--- src/rtl/mos_pkg.sv ---
// Constants and types of the muting override sequencer.
// Assumes one 125 MHz system clock and a synchronous reset.
package mos_pkg;
    // ------------------------------------------------------------
    // Timing
    // ------------------------------------------------------------
    localparam int     CNT_W          = 37;
    localparam longint CLK_HZ         = 125000000;
    localparam longint MS_PER_S       = 1000;
    localparam longint T_PRESS_MIN_MS = 150;
    localparam longint T_PRESS_MAX_MS = 4000;
    localparam longint T_OVR_MAX_MS   = 150000;
    localparam longint T_MUTE_BOTH_MS = 300;
    localparam longint T_MUTE_ONE_MS  = 4000;
    localparam longint T_MUTE_TMO_MS  = 600000;
    // Least times round up, longest times round down
    localparam logic [CNT_W-1:0] C_PRESS_MIN = CNT_W'(
        (T_PRESS_MIN_MS * CLK_HZ + MS_PER_S - 1) / MS_PER_S);
    localparam logic [CNT_W-1:0] C_PRESS_MAX = CNT_W'(
        T_PRESS_MAX_MS * CLK_HZ / MS_PER_S);
    localparam logic [CNT_W-1:0] C_OVR_MAX = CNT_W'(
        T_OVR_MAX_MS * CLK_HZ / MS_PER_S);
    localparam logic [CNT_W-1:0] C_MUTE_BOTH = CNT_W'(
        T_MUTE_BOTH_MS * CLK_HZ / MS_PER_S);
    localparam logic [CNT_W-1:0] C_MUTE_ONE = CNT_W'(
        T_MUTE_ONE_MS * CLK_HZ / MS_PER_S);
    localparam logic [CNT_W-1:0] C_MUTE_TMO = CNT_W'(
        T_MUTE_TMO_MS * CLK_HZ / MS_PER_S);

    // ------------------------------------------------------------
    // Register map
    // ------------------------------------------------------------
    localparam int         ADDR_W       = 4;
    localparam int         DATA_W       = 32;
    localparam logic [3:0] OFS_CTRL     = 4'h0;
    localparam logic [3:0] OFS_STATUS   = 4'h4;
    localparam logic [3:0] OFS_IRQ_STAT = 4'h8;
    localparam logic [3:0] OFS_IRQ_MASK = 4'hC;
    localparam int         CTRL_W       = 5;
    localparam int         CTRL_MODE_W  = 3;
    localparam int         CTRL_RES_BIT = 3;
    localparam int         CTRL_BTN_BIT = 4;
    localparam logic [4:0] CTRL_RST     = 5'h1C;
    localparam int         IRQ_W        = 4;
    localparam int         IRQ_ERR      = 0;
    localparam int         IRQ_OVR      = 1;
    localparam int         IRQ_PAUSE    = 2;
    localparam int         IRQ_MEND     = 3;
    localparam logic [3:0] IRQ_RST      = 4'h0;
    localparam int         STS_MUTE_BIT = 6;
    localparam int         STS_NEED_BIT = 7;
    localparam int         STS_PAIR_LSB = 8;
    localparam logic [1:0] PAIR_ON      = 2'h3;
    localparam logic [1:0] PAIR_OFF     = 2'h0;
    localparam logic [2:0] MODE_1       = 3'h1;
    localparam logic [2:0] MODE_3       = 3'h3;
    localparam logic [2:0] MODE_4       = 3'h4;
    localparam logic [2:0] MODE_6       = 3'h6;

    // ------------------------------------------------------------
    // Types and decoders
    // ------------------------------------------------------------
    typedef enum logic [5:0] {
        ST_RUN   = 6'h01,
        ST_OFF   = 6'h02,
        ST_ARMED = 6'h04,
        ST_OVR   = 6'h08,
        ST_PAUSE = 6'h10,
        ST_ERR   = 6'h20
    } mos_state_e;

    typedef struct packed {
        mos_state_e         st;
        logic               need_ovr;
        logic               mute;
        logic [1:0]         pair;
        logic [CNT_W-1:0]   ovr_cnt;
        logic [CNT_W-1:0]   both_cnt;
        logic [CNT_W-1:0]   a_cnt;
        logic [CNT_W-1:0]   b_cnt;
        logic [CNT_W-1:0]   mute_cnt;
        logic [CTRL_W-1:0]  ctrl;
        logic [IRQ_W-1:0]   ist;
        logic [IRQ_W-1:0]   imsk;
        logic [DATA_W-1:0]  rdata;
    } mos_core_s;

    function automatic logic mos_mute_mode(input logic [2:0] mode);
        return (mode == MODE_4) || (mode == MODE_6);
    endfunction

    function automatic logic mos_ack_ok(input logic [2:0] mode,
                                        input logic       res,
                                        input logic       btn);
        return ((mode >= MODE_1) && (mode <= MODE_3) && !res && btn)
            || (mos_mute_mode(mode) && res);
    endfunction
endpackage

--- src/rtl/mos_sequencer.sv ---
// Muting override and error reset sequencer with its register port.
// Assumes error_in and field_clear come from logic on clk_sys; the
// button and muting sensors are pins and are synchronised here.
//
// Overview of operation
// One sensor active at interruption needs override
// Arm only on 0.15 to 4 s press
// Second held press turns outputs on
// Valid muting keeps outputs on, indicator lit
// Invalid muting: outputs only while button held
// Pause on release or beyond 150 s
// New held press continues a paused override
// Any error latches interlock, outputs off
// Without reset button, only power cycle clears
// With reset button, acknowledge clears interlock
// No override while an error is pending
// End muting on 0.3 s, 4 s, 10 min
// Override timer restarts at each continuation
//
// The address map and the strobed register port were chosen for this implementation.
`timescale 1ns/1ps
module mos_sequencer
    import mos_pkg::*;
#(
    parameter logic [CNT_W-1:0] PRESS_MIN_CYC = C_PRESS_MIN,
    parameter logic [CNT_W-1:0] PRESS_MAX_CYC = C_PRESS_MAX,
    parameter logic [CNT_W-1:0] OVR_MAX_CYC   = C_OVR_MAX,
    parameter logic [CNT_W-1:0] MUTE_BOTH_CYC = C_MUTE_BOTH,
    parameter logic [CNT_W-1:0] MUTE_ONE_CYC  = C_MUTE_ONE,
    parameter logic [CNT_W-1:0] MUTE_TMO_CYC  = C_MUTE_TMO
) (
    input  wire logic              clk_sys,
    input  wire logic              reset,
    input  wire logic              reset_button,
    input  wire logic              mute_sensor_a,
    input  wire logic              mute_sensor_b,
    input  wire logic              field_clear,
    input  wire logic              error_in,
    input  wire logic [ADDR_W-1:0] reg_addr,
    input  wire logic [DATA_W-1:0] reg_wdata,
    input  wire logic              reg_wr,
    input  wire logic              reg_rd,
    output logic      [DATA_W-1:0] reg_rdata,
    output logic      [1:0]        safety_output_pair,
    output logic                   muting_indicator,
    output logic                   interlock,
    output logic                   irq
);
    // ------------------------------------------------------------
    // Pin synchronisers and button timer
    // ------------------------------------------------------------
    logic [2:0] pins_s;
    logic       btn_s;
    logic       ma;
    logic       mb;
    logic       b_rise;
    logic       b_held;
    logic       b_rel_ok;

    mos_sync #(
        .W(3)
    ) u_sync (
        .clk_sys(clk_sys),
        .reset  (reset),
        .d      ({reset_button, mute_sensor_a, mute_sensor_b}),
        .q      (pins_s)
    );

    assign btn_s = pins_s[2];
    assign ma    = pins_s[1];
    assign mb    = pins_s[0];

    mos_press #(
        .MIN_CYC(PRESS_MIN_CYC),
        .MAX_CYC(PRESS_MAX_CYC)
    ) u_press (
        .clk_sys(clk_sys),
        .reset  (reset),
        .btn    (btn_s),
        .rise   (b_rise),
        .held   (b_held),
        .rel_ok (b_rel_ok)
    );

    // ------------------------------------------------------------
    // Decoded control
    // ------------------------------------------------------------
    mos_core_s        r;
    mos_core_s        n;
    logic [2:0]       mode;
    logic             mute_en;
    logic             ack_en;
    logic             one_act;
    logic             both_act;
    logic             mute_end;
    logic [IRQ_W-1:0] ev;

    assign mode     = r.ctrl[CTRL_MODE_W-1:0];
    assign mute_en  = mos_mute_mode(mode);
    assign ack_en   = mos_ack_ok(mode, r.ctrl[CTRL_RES_BIT],
                                 r.ctrl[CTRL_BTN_BIT]);
    assign one_act  = ma ^ mb;
    assign both_act = ma & mb;
    assign mute_end = r.mute && ((r.both_cnt > MUTE_BOTH_CYC)
                    || (r.a_cnt > MUTE_ONE_CYC)
                    || (r.b_cnt > MUTE_ONE_CYC)
                    || (r.mute_cnt > MUTE_TMO_CYC));

    // ------------------------------------------------------------
    // Next state
    // ------------------------------------------------------------
    always_comb begin
        n       = r;
        n.rdata = '0;
        ev      = '0;

        // Register writes
        if (reg_wr) begin
            case (reg_addr)
                OFS_CTRL:     n.ctrl = reg_wdata[CTRL_W-1:0];
                OFS_IRQ_MASK: n.imsk = reg_wdata[IRQ_W-1:0];
                OFS_IRQ_STAT: n.ist  = r.ist & ~reg_wdata[IRQ_W-1:0];
                default:      n.ctrl = n.ctrl;
            endcase
        end

        // Register reads, unmapped offsets answer zero
        if (reg_rd) begin
            case (reg_addr)
                OFS_CTRL:     n.rdata[CTRL_W-1:0] = r.ctrl;
                OFS_STATUS: begin
                    n.rdata[5:0]                    = r.st;
                    n.rdata[STS_MUTE_BIT]           = r.mute;
                    n.rdata[STS_NEED_BIT]           = r.need_ovr;
                    n.rdata[STS_PAIR_LSB+1:STS_PAIR_LSB] = r.pair;
                end
                OFS_IRQ_STAT: n.rdata[IRQ_W-1:0] = r.ist;
                OFS_IRQ_MASK: n.rdata[IRQ_W-1:0] = r.imsk;
                default:      n.rdata = '0;
            endcase
        end

        // Muting supervision; gaps below the limits are bridged
        if (r.mute) begin
            n.mute_cnt = r.mute_cnt + CNT_W'(1);
            n.a_cnt    = ma ? '0 : r.a_cnt + CNT_W'(1);
            n.b_cnt    = mb ? '0 : r.b_cnt + CNT_W'(1);
            n.both_cnt = (ma || mb) ? '0 : r.both_cnt + CNT_W'(1);
        end else begin
            n.mute_cnt = '0;
            n.a_cnt    = '0;
            n.b_cnt    = '0;
            n.both_cnt = '0;
        end
        if (mute_end) begin
            n.mute         = 1'b0;
            ev[IRQ_MEND]   = 1'b1;
        end

        // Sequencer
        case (r.st)
            ST_RUN: begin
                if (!field_clear && !r.mute) begin
                    n.st       = ST_OFF;
                    n.need_ovr = one_act;
                end else if (mute_en && both_act && !r.mute) begin
                    n.mute = 1'b1;
                end
            end
            ST_OFF: begin
                if (b_rel_ok && r.need_ovr) begin
                    n.st = ST_ARMED;
                end else if (b_rel_ok) begin
                    n.st   = ST_RUN;
                    n.mute = mute_en && both_act;
                end
            end
            ST_ARMED: begin
                if (b_rise) begin
                    n.st        = ST_OVR;
                    n.ovr_cnt   = '0;
                    ev[IRQ_OVR] = 1'b1;
                end
            end
            ST_OVR: begin
                n.ovr_cnt = r.ovr_cnt + CNT_W'(1);
                if (mute_en && both_act) begin
                    n.mute = 1'b1;
                end
                if (r.ovr_cnt >= OVR_MAX_CYC) begin
                    n.st          = ST_PAUSE;
                    n.mute        = 1'b0;
                    ev[IRQ_PAUSE] = 1'b1;
                end else if (!b_held && mute_en && both_act) begin
                    n.st       = ST_RUN;
                    n.need_ovr = 1'b0;
                end else if (!b_held) begin
                    n.st          = ST_PAUSE;
                    n.mute        = 1'b0;
                    ev[IRQ_PAUSE] = 1'b1;
                end
            end
            ST_PAUSE: begin
                // Only a fresh press continues; a button still held
                // past the time limit does not.
                if (b_rise) begin
                    n.st        = ST_OVR;
                    n.ovr_cnt   = '0;
                    ev[IRQ_OVR] = 1'b1;
                end
            end
            ST_ERR: begin
                // Presses here never start an override
                if (b_rel_ok && ack_en) begin
                    n.st       = ST_OFF;
                    n.need_ovr = 1'b0;
                end
            end
            default: begin
                n.st = ST_ERR;
            end
        endcase

        // Errors override the sequencer state and muting; other events of the same cycle are still recorded
        if (error_in) begin
            n.st         = ST_ERR;
            n.mute       = 1'b0;
            ev[IRQ_ERR]  = r.st != ST_ERR;
        end

        n.pair = ((n.st == ST_RUN) || (n.st == ST_OVR)) ? PAIR_ON
                                                        : PAIR_OFF;
        // A new event wins over a clear in the same cycle
        n.ist = n.ist | ev;
    end

    // ------------------------------------------------------------
    // State register
    // ------------------------------------------------------------
    always_ff @(posedge clk_sys) begin
        if (reset) begin
            // Power-up always starts with outputs off; no error latched
            r          <= '0;
            r.st       <= ST_OFF;
            r.ctrl     <= CTRL_RST;
            r.ist      <= IRQ_RST;
            r.imsk     <= IRQ_RST;
            r.pair     <= PAIR_OFF;
        end else begin
            r <= n;
        end
    end

    assign reg_rdata          = r.rdata;
    assign safety_output_pair = r.pair;
    assign muting_indicator   = r.mute;
    assign interlock          = r.st == ST_ERR;
    assign irq                = |(r.ist & r.imsk);
endmodule

--- src/rtl/mos_sync.sv ---
// Two-stage synchroniser for pin levels.
// Assumes inputs are asynchronous to clk_sys.
`timescale 1ns/1ps
module mos_sync #(
    parameter int W = 3
) (
    input  wire logic         clk_sys,
    input  wire logic         reset,
    input  wire logic [W-1:0] d,
    output logic      [W-1:0] q
);
    typedef struct packed {
        logic [W-1:0] s1;
        logic [W-1:0] s2;
    } mos_sync_s;

    mos_sync_s st_r;
    mos_sync_s st_nxt;

    always_comb begin
        st_nxt    = st_r;
        st_nxt.s1 = d;
        // First stage feeds only the second
        st_nxt.s2 = st_r.s1;
    end

    always_ff @(posedge clk_sys) begin
        if (reset) begin
            st_r <= '0;
        end else begin
            st_r <= st_nxt;
        end
    end

    assign q = st_r.s2;
endmodule

--- src/rtl/mos_press.sv ---
// Reset button press timer: press edge, held level, timed release.
// Assumes the button input is already synchronised to clk_sys.
`timescale 1ns/1ps
module mos_press
    import mos_pkg::*;
#(
    parameter logic [CNT_W-1:0] MIN_CYC = C_PRESS_MIN,
    parameter logic [CNT_W-1:0] MAX_CYC = C_PRESS_MAX
) (
    input  wire logic clk_sys,
    input  wire logic reset,
    input  wire logic btn,
    output logic      rise,
    output logic      held,
    output logic      rel_ok
);
    typedef struct packed {
        logic             prev;
        logic [CNT_W-1:0] cnt;
        logic             rise;
        logic             rel_ok;
    } mos_press_s;

    mos_press_s st_r;
    mos_press_s st_nxt;

    always_comb begin
        st_nxt        = st_r;
        st_nxt.prev   = btn;
        st_nxt.rise   = btn && !st_r.prev;
        st_nxt.rel_ok = !btn && st_r.prev
                     && (st_r.cnt >= MIN_CYC) && (st_r.cnt <= MAX_CYC);
        // Saturate so a stuck button never wraps into the window
        if (!btn) begin
            st_nxt.cnt = '0;
        end else if (st_r.cnt != '1) begin
            st_nxt.cnt = st_r.cnt + CNT_W'(1);
        end
    end

    always_ff @(posedge clk_sys) begin
        if (reset) begin
            st_r <= '0;
        end else begin
            st_r <= st_nxt;
        end
    end

    assign rise   = st_r.rise;
    assign held   = st_r.prev;
    assign rel_ok = st_r.rel_ok;
endmodule

--- config.mk ---
export PLATFORM = sky130hd
export DESIGN_NAME = mos_sequencer
export DESIGN_NICKNAME = d
export VERILOG_FILES = /design/src/rtl/mos_pkg.sv /design/src/rtl/mos_sequencer.sv /design/src/rtl/mos_sync.sv /design/src/rtl/mos_press.sv
export SDC_FILE = /design/constraint.sdc
export NUM_CORES = 1
export LEC_CHECK = 0
export BUFFER_PORTS_ARGS = -buffer_cell sky130_fd_sc_hd__buf_2
export CELL_PAD_IN_SITES_DETAIL_PLACEMENT = 2
export CELL_PAD_IN_SITES_GLOBAL_PLACEMENT = 2
export CORE_UTILIZATION = 33
export DETAILED_ROUTE_END_ITERATION = 12
export GPL_ROUTABILITY_DRIVEN = 0
export PLACE_DENSITY_LB_ADDON = 0.15
export SLEW_MARGIN = 40
export SYNTH_ARGS = -nofsm -noshare
export SYNTH_HDL_FRONTEND = slang
export SYNTH_SLANG_ARGS = --single-unit
--- constraint.sdc ---
create_clock -name clk_sys -period 2.3 [get_ports clk_sys]
set_clock_uncertainty 0.1 [all_clocks]
set_input_delay 0.23 -clock clk_sys [delete_from_list [all_inputs] [get_ports clk_sys]]
set_output_delay 0.23 -clock clk_sys [all_outputs]
set_load 0.01 [all_outputs]
Yosys cells after proc, flatten, opt, wreduce, memory -nomap -nowiden:

Index checks and enable logic that the tools add are counted.

* bits in registers: 286
* logic and storage cells: 150

* $add $sub $neg: 6
* magnitude comparators: 9
* equal/unequal tests: 20
* multiplexer cells: 39
* bitwise logic cells: 10
* reduce and logical (&&, ||, !) cells: 45

Operator list (count)
* adder 37 x 1 -> 37 bit, second input constant: 6
* > comparator 37 x 29 -> 1 bit, second input constant: 2
* one-hot mux 37 bit (2 select lines): 1
* 2-to-1 mux 6 bit: 7
* greater-or-equal comparator 37 x 25 -> 1 bit, second input constant: 1
* greater-or-equal comparator 37 x 35 -> 1 bit, second input constant: 1
* > comparator 37 x 26 -> 1 bit, second input constant: 1
* > comparator 37 bit, second input constant: 1
* less-or-equal comparator 37 x 29 -> 1 bit, second input constant: 1
* 2-to-1 mux 37 bit: 1
* != test 37 bit, second input constant: 1
* one-hot mux 6 bit (5 select lines): 1
* 2-to-1 mux 1 bit: 19
* logical AND 1 bit: 16
* one-hot mux 4 bit (4 select lines): 1
* 2-to-1 mux 7 bit: 2
* == test 6 x 1 -> 1 bit, second input constant: 2
* == test 6 x 4 -> 1 bit, second input constant: 2
* OR reduction 3 bit: 4
* OR reduction 2 bit: 5
* AND 4 bit: 2
* == test 4 bit, second input constant: 2
* 2-to-1 mux 4 bit: 2
* 2-to-1 mux 8 bit: 1
* 27 further kinds: 47

Logic depth before layout (Yosys ltp):

Gate-level depths: netlist of the first run.

* depth in word-level cells: 12
* depth in mapped cells: 9
* mapped depth without buffers: 9

Cells and area by module:

From an unflattened synthesis of the first run, not the netlist that was laid out.

* cell total of the unflattened synthesis: 1572
* area, all modules: 12976.2 sq um

By module, submodules not included
* mos_sequencer: times used 1, cells an instance 1281, area an instance 10561.4 sq um
* mos_press: times used 1, cells an instance 279, area an instance 2257.2 sq um
* mos_sync: times used 1, cells an instance 12, area an instance 157.7 sq um

Worst setup path before layout of the first run:

No wires, ideal clock.

* kind: reg2reg
* start point: register r[47] in the netlist's numbering
* end point: register r[78] in the netlist's numbering
* arrival time: 2186 ps
* required time: 2128 ps
* slack: -58 ps
* cell stages (with the launch flop): 8
* period minus slack after synthesis: 2358 ps
* cells stage by stage: dfxtp_1 and4_4 nand4_4 or3b_1 buf_2 or4b_4 or3_1 a21oi_1

* longest elaborated chain between the ends: 1

Ends and longest elaborated chain
* start: declaration: RTL line mos_sequencer.sv:88 `mos_core_s r;`
* start signal: assignment: RTL line mos_sequencer.sv:250 `r <= n;`
* adder 37 x 1 -> 37 bit: RTL line mos_sequencer.sv:145 `n.mute_cnt = r.mute_cnt + CNT_W'(1);`

Every way passes these cells.
A chain may end at the register's enable or synchronous reset.

Worst setup path after layout of the first run:

* start point: register r[49] in the netlist's numbering
* end point: register r[74] in the netlist's numbering

Same word-level chain as after synthesis.

==> results of run 1 <==
## layout make-up
cell class | instances | area, µm² | area share
multi-input cells | 1145 | 6930 | 0.448
flip-flops and latches | 262 | 5260 | 0.340
repair buffers | 185 | 1360 | 0.0877
clock buffers | 49 | 1070 | 0.0691
well taps | 468 | 586 | 0.0378
inverters | 48 | 180 | 0.0116
clock inverters | 11 | 90.1 | 0.00582
diodes | 1 | 2.50 | 0.000162
## state kept, by name (all words and copies together), names as in the netlist
signal,flops
u_sync.st_nxt,3
u_sync.q,3
reg_rdata,9
u_press.held,1
mode,3
muting_indicator,1
u_press.rise,1
u_press.rel_ok,1
r,202
u_press.st_r,37
safety_output_pair,1
## cell families after synthesis
family	count (synthesis)	share of synthesized area
flip-flops	262	0.422
XOR/XNOR	166	0.117
multiplexers	15	0.0131
buffers and inverters	120	0.0466
other	1	0.000302
adder cells (fa/ha/maj)	14	0.0141
AND/OR/NAND/NOR	780	0.309
AO/OA/AOI/OAI	148	0.0774
## worst min-delay path by stage
stage	slack [ns]	to	depth (start not counted)
3_5_place_dp	0.33	u_sync.q[2]	1
2_1_floorplan	0.26	u_sync.st_nxt[0]	1
4_1_cts	0.06	r[35]	3
3_3_place_gp	0.32	u_sync.q[2]	1
6_report	0.09	r[35]	3
5_1_grt	0.09	r[199]	3
## through the flow
step	power [W]	utilization	TNS (ns)	std cells
6_report	0.0102	0.421	0	2169
3_5_place_dp	0.00484	0.377	-0.644	2090
3_3_place_gp	0.00484	0.377	-0.296	2090
2_1_floorplan	0.00479	-	-0.0405	1527
4_1_cts	0.0104	0.414	-0.0397	2165
5_1_grt	0.0106	0.421	-0.861	2169
## critical path, cell delays in order, from the launching register on
cell and delay, ns:
sky130_fd_sc_hd__dfxtp_2 0.32, sky130_fd_sc_hd__and4_4 0.25, sky130_fd_sc_hd__nand4_4 0.12, sky130_fd_sc_hd__or3b_4 0.40, sky130_fd_sc_hd__or4b_4 0.55, sky130_fd_sc_hd__or3_4 0.35
sky130_fd_sc_hd__a21oi_2 0.13
## repair_timing
action	4_1_cts	5_1_grt
endpoints found under the setup margin	17	50
endpoints found under the hold margin	22	0
resized for setup	10	55
hold buffers	14	0
pin swaps	0	10
buffers inserted	1	3
## Yosys cell counts, types with 4 or more instances
| cell | count |
|---|---|
| sky130_fd_sc_hd__nor4b_1 | 9 |
| sky130_fd_sc_hd__nor4_1 | 24 |
| sky130_fd_sc_hd__o21ai_0 | 36 |
| sky130_fd_sc_hd__a211o_1 | 4 |
| sky130_fd_sc_hd__a211oi_1 | 8 |
| sky130_fd_sc_hd__or4_1 | 5 |
| sky130_fd_sc_hd__nand3b_1 | 5 |
| sky130_fd_sc_hd__nor3_1 | 43 |
| sky130_fd_sc_hd__and3_1 | 45 |
| sky130_fd_sc_hd__nor2_1 | 271 |
| sky130_fd_sc_hd__a21oi_1 | 46 |
| sky130_fd_sc_hd__o41ai_1 | 5 |
| sky130_fd_sc_hd__and4_1 | 14 |
| sky130_fd_sc_hd__inv_1 | 48 |
| sky130_fd_sc_hd__o21a_1 | 5 |
| sky130_fd_sc_hd__xnor2_1 | 68 |
| sky130_fd_sc_hd__xor2_1 | 98 |
| sky130_fd_sc_hd__dfxtp_1 | 262 |
| sky130_fd_sc_hd__and2_1 | 14 |
| sky130_fd_sc_hd__clkbuf_1 | 36 |
| sky130_fd_sc_hd__a222oi_1 | 4 |
| sky130_fd_sc_hd__or3_1 | 31 |
| sky130_fd_sc_hd__o211ai_1 | 5 |
| sky130_fd_sc_hd__nand3_1 | 107 |
| sky130_fd_sc_hd__mux2i_1 | 5 |
| sky130_fd_sc_hd__mux2_2 | 10 |
| sky130_fd_sc_hd__a22oi_1 | 4 |
| sky130_fd_sc_hd__nand2_1 | 123 |
| sky130_fd_sc_hd__ha_1 | 14 |
| sky130_fd_sc_hd__buf_4 | 34 |
| sky130_fd_sc_hd__nand2b_1 | 5 |
| sky130_fd_sc_hd__nand4_1 | 47 |
| sky130_fd_sc_hd__nor2b_1 | 17 |
## where the power goes
part	internal, W	switching [W]
clock	0.00334	0.00212
combinational	0.0000737	0.000126
sequential	0.00455	0.0000133
## metal layers
layer	routed length, µm	share of wire
met1	16900	0.45
met2	19200	0.51
met3	1030	0.027
met4	718	0.019
met5	0	0
==> impl_results.md, run 1 <==
- Final instance area: 15500 µm²
- Fill cells: 4135
- Final number of max-transition violations: 0
- Busiest metal layer after global routing: met2
- Clock latency at the later pin of the worst-skew pair: 0.53 ns
- Met1 usage: 0.242
- Number of distinct standard cells referenced by the synthesized netlist: 70
- Gate count of the mapped netlist: 1506
- Termination of the worst setup path: r[74]
- Logic depth of the worst register-to-register path: 6
- Portion of synthesized cell area occupied by the leading cell type: 0.422
- Row cnt: 70
- Setup slack of the worst register-to-register path: about 0.0092 ns
- Commonest non-fill, non-tap cells in the layout: sky130_fd_sc_hd__nor2_1, sky130_fd_sc_hd__dfxtp_1, sky130_fd_sc_hd__buf_4
- Classification of the worst-slack hold path: in -> reg
- Drt via density: 5.18
- Die width: 196 µm
- P&R area growth vs syn: 24.6%
- Detailed-placement wirelength estimate: 26700 µm
- Number of antenna violations at the first check in global routing: 2
- GR met3 Demand/Resource: 0.0315
- Core footprint: 36800 µm²
- Detailed-router iteration count before antenna repair: 4
- Largest net degree at the start of global routing: 40
- Fmax: between 400 and 500 MHz
- Register area share after synthesis: 0.422
- Minimum setup slack after placement: -0.117 ns
- Element type at the critical path start: flip-flop
- Clock transition at path regs: roughly 0.06 ns
- Mean routed wirelength per cell: 17.5 µm
- Start point of the worst min-delay path: reset
- Static leakage: 5.44 nW
- Final ANT Viol Nets: 0
- Floorplan die height: 196 µm
- Bufs on Longest Clock Path: 3
- Number of remaining DRC errors: 0
- TritonCTS clock tree: built
- Critical register-to-register path startpoint: r[49]
- Ys Warns: 0
- Total overflow reported by the global router: 0
- Root buffer cell: sky130_fd_sc_hd__clkbuf_16
- Endpoint of the worst register-to-register path: r[74]
- FF+latch count, synth: 262
- Number of port buffers: 32
- Clock sink count: about 260
- Power density cells: 661 nW/µm²
- Worst supply voltage drop on vdd: 0.520 mV
- Count of H-tree levels built during CTS: 2
- Total GRT Usage: 0.200
- Final Worst Setup Slack: 0.00916 ns
- Placement-stage cell area: 13900 µm²
- Dominant register cell in the synthesized netlist: sky130_fd_sc_hd__dfxtp_1
- Hold violation count in the final report: 0
- Number of top-level pins: between 80 and 90
- Number of flops mapped to enable cells by yosys: 0
- Via Count: 11200
- Time the worst path needs with I/O delays and setup: roughly 2.3 ns
- Endpoint type of the worst setup path: flip-flop
- Unrepaired setup endpoints after global routing: true
- Post-layout net count: between 1500 and 2000
- Starting density of the core: 0.338
- Number of global-route vias before repair: 12300
- Post-synthesis area per instance: 8.25 µm²
- Leading post-synthesis cells by cell area: sky130_fd_sc_hd__dfxtp_1, sky130_fd_sc_hd__nor2_1, sky130_fd_sc_hd__xor2_1, sky130_fd_sc_hd__xnor2_1, sky130_fd_sc_hd__nand3_1
- Die Outline Area: 38400 µm²
- Type of the worst setup path: reg -> reg
- Library cell with the largest summed area after synthesis: sky130_fd_sc_hd__dfxtp_1
- Worst endpoint data arrival time: roughly 2.7 ns
- Fraction of layout instances using a drive strength above 1: 0.185
- Max-capacitance violation count: 0
- First-iteration detailed-routing DRC count: 272
- Leading cell type in the layout, fill and taps excluded: sky130_fd_sc_hd__nor2_1
- Highest net fanout along the worst path: 8
- Met2 Resource Use GR: 0.363
- Launching instance or port of the critical path: r[49]
- Fin crit share: 0.996
- First-pass GRT wire length: 62900 µm
- Synthesized cell area: between 10000 and 15000 µm²
- Total clock buffers created by CTS: 34
- Number of setup violations in the final report: 0
- Endpoint required time on the critical path: 2.67 ns
- Total Routed Length: 37900 µm
- Hold Worst Slack: 0.0856 ns
- Async set or reset register ratio after synthesis: 0
- Outcome: finished clean
(Power assumes the default switching activity.)
==> inputs of run 2 (changes only) <==
--- a/config.mk
+++ b/config.mk
@@ -8,11 +8,13 @@
 export BUFFER_PORTS_ARGS = -buffer_cell sky130_fd_sc_hd__buf_2
 export CELL_PAD_IN_SITES_DETAIL_PLACEMENT = 2
 export CELL_PAD_IN_SITES_GLOBAL_PLACEMENT = 2
-export CORE_UTILIZATION = 33
+export CORE_UTILIZATION = 34
 export DETAILED_ROUTE_END_ITERATION = 12
 export GPL_ROUTABILITY_DRIVEN = 0
 export PLACE_DENSITY_LB_ADDON = 0.15
+export RECOVER_POWER = 100
 export SLEW_MARGIN = 40
 export SYNTH_ARGS = -nofsm -noshare
 export SYNTH_HDL_FRONTEND = slang
+export SYNTH_HIERARCHICAL = 1
 export SYNTH_SLANG_ARGS = --single-unit
==> run 2 against run 1 <==
Global-route usage shrank 0.058 points. Count of clock-buffer cells in the layout shrank 5. Area after synthesis grew 4.5%. Clock power shrank 9.9%. Largest cell class unchanged. Setup slack gained 0.0013 ns. Routed wire length grew 3.1%. First-iteration DRC count grew 19%.
==> impl_results.md, run 2 <==
- Starting density of the core: 0.345
- Classification of the worst-slack hold path: in -> reg
- Number of port buffers: 32
- Number of antenna violations at the first check in global routing: 1
- Total negative slack: 0 ns
- Dominant register cell in the synthesized netlist: sky130_fd_sc_hd__dfxtp_1
- Worst endpoint data arrival time: 2.69 ns
- Bufs on Longest Clock Path: 3
- Total GRT Usage: 0.200
- Leading post-synthesis cells by cell area: sky130_fd_sc_hd__dfxtp_1, sky130_fd_sc_hd__nor2_1, sky130_fd_sc_hd__xor2_1, sky130_fd_sc_hd__xnor2_1, sky130_fd_sc_hd__nand3_1
- Power share of the combinational group: 0.022
- Die width: 197 µm
- Outcome: finished clean
- Element type at the critical path start: flip-flop
- Die Outline Area: 39000 µm²
- Final number of max-transition violations: 0
- Leading cell type in the layout, fill and taps excluded: sky130_fd_sc_hd__dfxtp_1
- Total clock buffers created by CTS: 31
- Gate count of the mapped netlist: 1572
- Root buffer cell: sky130_fd_sc_hd__clkbuf_16
- Commonest non-fill, non-tap cells in the layout: sky130_fd_sc_hd__dfxtp_1, sky130_fd_sc_hd__nor2_1, sky130_fd_sc_hd__buf_4
- TritonCTS clock tree: built
- Post-layout net count: about 1800
- Power share of the clock group: 0.507
- Worst-margin pin slew: 0.660 ns
- Static leakage: 5.39 nW
- Final instance area: 15800 µm²
- Number of global-route vias before repair: 12700
- FF+latch count, synth: 262
- Internal power: 0.00757 W
- Clock transition at path regs: around 0.060 ns
- P&R area growth vs syn: 21.5%
- Via Count: 11800
- Endpoint required time on the critical path: 2.70 ns
- Number of remaining DRC errors: 0
- Fill cells: 4227
- Detailed-router iteration count before antenna repair: 6
- Highest net fanout along the worst path: 6
- Clock sink count: between 200 and 300
- Max-Slew Margin vs Limit: 0.559
- Endpoint type of the worst setup path: flip-flop
- Unrepaired setup endpoints after global routing: true
- Post-synthesis area per instance: 8.25 µm²
- Detailed-placement wirelength estimate: ~28000 µm
- Register area share after synthesis: 0.404
- Total overflow reported by the global router: 0
- Launching instance or port of the critical path: r[199]
- Number of top-level pins: 82
- Number of flip-flops under the largest register name: 202
- Core footprint: 37600 µm²
- Row cnt: just over 70
- Worst supply voltage drop on vdd: 0.444 mV
- Switching power share of the total: 0.220
- Type of the worst setup path: reg -> reg
- First-pass GRT wire length: 64200 µm
- Time the worst path needs with I/O delays and setup: 2.29 ns
- Fraction of layout instances using a drive strength above 1: 0.160
- Final ANT Viol Nets: 0
- First-iteration detailed-routing DRC count: around 320
- Power density cells: 615 nW/µm²
- Largest net degree at the start of global routing: 38
- Drt via density: 5.22
- Library cell with the largest summed area after synthesis: sky130_fd_sc_hd__dfxtp_1
- NetSw: 0.00213 W
- Number of distinct standard cells referenced by the synthesized netlist: 80
- Critical register-to-register path startpoint: r[199]
- Most used standard cell by instance count after synthesis: sky130_fd_sc_hd__dfxtp_1
- Final Worst Setup Slack: 0.0104 ns
- Fin crit share: 0.995
- Largest register by flop count: r
- Hold violation count in the final report: 0
- Synthesized cell area: about 13000 µm²
- Clock latency at the later pin of the worst-skew pair: between 0.5 and 0.6 ns
- Total Routed Length: about 39000 µm
- Number of flops mapped to enable cells by yosys: 0
- Mean routed wirelength per cell: 17.3 µm
- Fmax: 437 MHz
- Number of setup violations in the final report: 0
- Minimum setup slack after placement: -0.269 ns
- Portion of synthesized cell area occupied by the leading cell type: 0.404
- Floorplan die height: 197 µm
- Count of H-tree levels built during CTS: 1
- Max-capacitance violation count: 0
- Start point of the worst min-delay path: field_clear
- Placement-stage cell area: 14400 µm²
- Ys Warns: 6
- Top cells by instance count after synthesis: sky130_fd_sc_hd__dfxtp_1, sky130_fd_sc_hd__nor2_1, sky130_fd_sc_hd__nand2_1
- Share of total power in sequential cells: 0.471
- Async set or reset register ratio after synthesis: 0
run 2: critical path, stage by stage (launching register included):
cell	delay (ns)
sky130_fd_sc_hd__dfxtp_4	0.36
sky130_fd_sc_hd__nand3_4	0.08
sky130_fd_sc_hd__or3_4	0.39
sky130_fd_sc_hd__or4_4	0.59
sky130_fd_sc_hd__or4_4	0.44
sky130_fd_sc_hd__nand2b_4	0.16
sky130_fd_sc_hd__a21oi_2	0.11
run 2: cells by family (layout without fill, tap and decap cells):
kind of cell	after synthesis	in the layout	synth area share
and+or+nand+nor	793	793	0.319
other	1	23	0.000289
DFF	262	262	0.404
AOI/OAI and AO/OA	207	207	0.0998
buffers and inverters	134	292	0.0514
xor gates and xnor gates	140	140	0.0945
muxes	21	21	0.0175
adders and majority gates	14	14	0.0135
run 2: power by group through the flow:
stage | registers [W] | clock network, W | logic [W]
2_1_floorplan | 0.00466 | 0 | 0.000133
6_report | 0.00457 | 0.00492 | 0.000214
5_1_grt | 0.00457 | 0.00525 | 0.000233
3_5_place_dp | 0.00467 | 0 | 0.000187
4_1_cts | 0.00457 | 0.00507 | 0.000212
3_3_place_gp | 0.00467 | 0 | 0.000181
run 2: path summary, 6_finish.rpt:
kind	to	slack [ns]	cells past startpoint
worst max-delay path	r[226]	0.01	6
worst min-delay path	muting_indicator	0.04	4
worst max register to register	r[226]	0.01	6
worst min register to register	u_sync/q[2]	0.34	1
run 2: area by class of cell:
type                       instances  area, µm²  area share
inverter                          42        158      0.0100
tap                              511        639      0.0406
clock buffer                      44        905      0.0574
clock inverter                    11        110     0.00699
sequential                       262       5260       0.334
timing repair buffer             195       1420      0.0899
antenna                            1       2.50    0.000159
multi-input combinational       1197       7270       0.461
run 2: layer usage:
| layer | global-route usage | share of wire |
|---|---|---|
| met1 | 0.244 | 0.45 |
| met2 | 0.366 | 0.51 |
| met3 | 0.0275 | 0.022 |
| met4 | 0.0474 | 0.021 |
| met5 | 0 | 0 |
run 2: what timing repair did:
item                       in CTS  in global routing
hold endpoints to repair       25                  0
cloned                          0                  0
resized for setup              11                 24
setup buffers                   1                  4
hold buffers                   16                  0
pin swaps                       2                  6
setup endpoints to repair       8                 34
run 2: metrics by stage:
stage          instances   util  total power, W  hold slack, ns
6_report            2263  0.419         0.00970          0.0363
3_3_place_gp        2186  0.384         0.00485           0.341
3_5_place_dp        2186  0.384         0.00485           0.327
2_1_floorplan       1593      -         0.00479           0.202
4_1_cts             2258  0.417         0.00985          0.0118
5_1_grt             2263  0.419          0.0101          0.0459
==> inputs of run 3 (changes only) <==
--- a/config.mk
+++ b/config.mk
@@ -6,9 +6,7 @@
 export NUM_CORES = 1
 export LEC_CHECK = 0
 export BUFFER_PORTS_ARGS = -buffer_cell sky130_fd_sc_hd__buf_2
-export CELL_PAD_IN_SITES_DETAIL_PLACEMENT = 2
-export CELL_PAD_IN_SITES_GLOBAL_PLACEMENT = 2
-export CORE_UTILIZATION = 34
+export CORE_UTILIZATION = 45
 export DETAILED_ROUTE_END_ITERATION = 12
 export GPL_ROUTABILITY_DRIVEN = 0
 export PLACE_DENSITY_LB_ADDON = 0.15
==> run 3 against run 2 <==
Die area decreased by 24%. Final area shrank 2.5%. Utilization rose by 13 points. Register-to-register slack gained 0.07 ns. Setup slack better by 0.075 ns. Routed wire length is 26% lower. Count of clock-buffer cells in the layout shrank 3. Fmax grew 3.4%. Worst hold slack got worse by 0.0038 ns. First-iteration DRC count rose by 110%. Clock power down 4.7%. Critical endpoint unchanged. Largest power group unchanged.
==> impl_results.md, run 3 (same netlist as run 2, synthesis figures left out) <==
- Clock sink count: 262
- Total met3 wirelength after detailed routing: 1030 µm
- Power density cells: 615 nW/µm²
- Area of the multi-input gates: 7310 µm²
- Bufs on Longest Clock Path: 3
- Minimum setup slack after placement: -0.302 ns
- Type of the worst setup path: reg -> reg
- Worst supply voltage drop on vdd: 0.570 mV
- Drt via density: 5.33
- Worst stage delay on the critical path: between 0.5 and 0.6 ns
- Commonest non-fill, non-tap cells in the layout: sky130_fd_sc_hd__dfxtp_1, sky130_fd_sc_hd__nor2_1, sky130_fd_sc_hd__nand2_1
- Internal power: 0.00751 W
- Post-layout net count: 1764
- Fmax: 452 MHz
- Outcome: finished clean
- Unrepaired setup endpoints after global routing: true
- Largest register by flop count: r
- Worst endpoint data arrival time: 2.60 ns
- Number of remaining DRC errors: 0
- Via Count: 11200
- Starting density of the core: 0.462
- Clock transition at path regs: 0.06 ns
- Power share of the clock group: 0.496
- Classification of the worst-slack hold path: in -> reg
- Fin crit share: 0.963
- Number of port buffers: 32
- Total negative slack: 0 ns
- Element type at the critical path start: flip-flop
- Number of antenna violations at the first check in global routing: 0
- Number of global-route vias before repair: 10400
- Final number of max-transition violations: 0
- Endpoint type of the worst setup path: flip-flop
- Count of inserted antenna diode cells: 0
- Endpoint required time on the critical path: 2.69 ns
- Fraction of layout instances using a drive strength above 1: 0.142
- Detailed-placement wirelength estimate: 20100 µm
- Time the worst path needs with I/O delays and setup: 2.21 ns
- Top metal layer carrying routed signals: met4
- Worst-margin pin slew: 0.747 ns
- Total overflow reported by the global router: 0
- Max-Slew Margin vs Limit: 0.502
- Worst path slowest cell: sky130_fd_sc_hd__or4_4
- TritonCTS clock tree: built
- P&R area growth vs syn: 18.5%
- Die Outline Area: 29500 µm²
- Number of setup violations in the final report: 0
- Count of H-tree levels built during CTS: 1
- Total GRT Usage: 0.197
- Highest net fanout along the worst path: 6
- Number of flip-flops under the largest register name: just over 200
- Mean routed wirelength per cell: about 14 µm
- Die width: ~170 µm
- Termination of the worst setup path: r[226]
- Clock latency at the later pin of the worst-skew pair: between 0.5 and 0.6 ns
- Hold violation count in the final report: 0
- Crit path cell chain: nand3_2 > or3_4 > or4_4 > or4_4 > nand2b_4 > a21oi_2
- Detailed-router iteration count before antenna repair: 5
- Endpoint of the worst register-to-register path: r[226]
- Total clock buffers created by CTS: 29
- Critical path buffers and inverters: 0
- Launching instance or port of the critical path: r[198]
- Sequential cell area: between 5000 and 6000 µm²
- Largest net degree at the start of global routing: 38
- Floorplan die height: 172 µm
- Total Routed Length: 28900 µm
- Switching power share of the total: 0.205
- Final Worst Setup Slack: 0.0854 ns
- Fill cells: 2663
- NetSw: 0.00194 W
- Leading cell type in the layout, fill and taps excluded: sky130_fd_sc_hd__dfxtp_1
- Worst path top cell family by delay: simple AND/OR/NAND/NOR gates
- Detailed-routed wire length on met2: 13600 µm
- Setup slack of the worst register-to-register path: 0.09 ns
- Share of total power in sequential cells: 0.483
- Root buffer cell: sky130_fd_sc_hd__clkbuf_16
- Static leakage: 5.24 nW
- Number of top-level pins: around 80
- First-iteration detailed-routing DRC count: 672
- Routed metal-1 wire length: 13700 µm
- Max-capacitance violation count: 0
- Core footprint: 28100 µm²
- Most used cell along the critical path: sky130_fd_sc_hd__or4_4
- Critical path depth in cells: 6
- Row cnt: 61
- Final ANT Viol Nets: 0
- Critical register-to-register path startpoint: r[198]
- Power share of the combinational group: 0.021
- Logic depth of the worst register-to-register path: 6
- First-pass GRT wire length: 48800 µm
-- run 3: how the worst min path moves through the flow --
stage,slack (ns),startpoint,cells after the start,endpoint
global route,0.05,reg_addr[0],4,reg_rdata[2]
global placement,0.32,u_sync/st_nxt[2],1,u_sync/q[2]
detailed placement,0.33,u_sync/st_nxt[2],1,u_sync/q[2]
CTS,0.005,reg_addr[0],4,reg_rdata[2]
finish,0.03,reg_addr[0],4,reg_rdata[2]
floorplan,0.20,reset,1,u_sync/q[0]
-- run 3: layer usage --
metal	up-vias	global-route usage
met5	-	0
met4	0	0.0477
met3	48	0.0290
met2	140	0.334
met1	5234	0.261
li1	5782	-
-- run 3: cell type report --
class | instances | area share
Multi-Input combinational cell | 1197 | 0.476
Clock inverter | 9 | 0.00781
Inverter | 42 | 0.0103
Tap cell | 378 | 0.0308
Timing Repair Buffer | 173 | 0.0785
Sequential cell | 262 | 0.342
Clock buffer | 41 | 0.0553
-- run 3: repair_timing --
action | in CTS | in global routing
setup endpoints to repair | 2 | 34
gates resized for setup | 8 | 26
hold endpoints to repair | 22 | 0
setup buffers | 0 | 6
pin swaps | 1 | 6
hold buffers | 15 | 0
-- run 3: worst register-to-register path, stage by stage (launching register included) --
cell                       delay, ns
sky130_fd_sc_hd__dfxtp_1        0.34
sky130_fd_sc_hd__nand3_2        0.10
sky130_fd_sc_hd__or3_4          0.39
sky130_fd_sc_hd__or4_4          0.53
sky130_fd_sc_hd__or4_4          0.43
sky130_fd_sc_hd__nand2b_4       0.15
sky130_fd_sc_hd__a21oi_2        0.12
-- run 3: power by group through the flow --
stage                     Sequential [W]  Clock [W]  Combinational [W]
after floorplan                  0.00466          0           0.000133
after global routing             0.00457    0.00500           0.000216
final                            0.00457    0.00469           0.000197
after CTS                        0.00456    0.00483           0.000192
after global placement           0.00466          0           0.000173
after detailed placement         0.00467          0           0.000173
-- run 3: metrics by stage --
stage          area (µm²)  power, W   util  hold slack (ns)  std cells
3_3_place_gp        14100   0.00484  0.501            0.321       2031
2_1_floorplan       13100   0.00479      -            0.202       1593
5_1_grt             15400   0.00978  0.547           0.0495       2102
3_5_place_dp        14100   0.00484  0.501            0.329       2031
6_report            15400   0.00945  0.547           0.0325       2102
4_1_cts             15200   0.00959  0.543          0.00537       2096
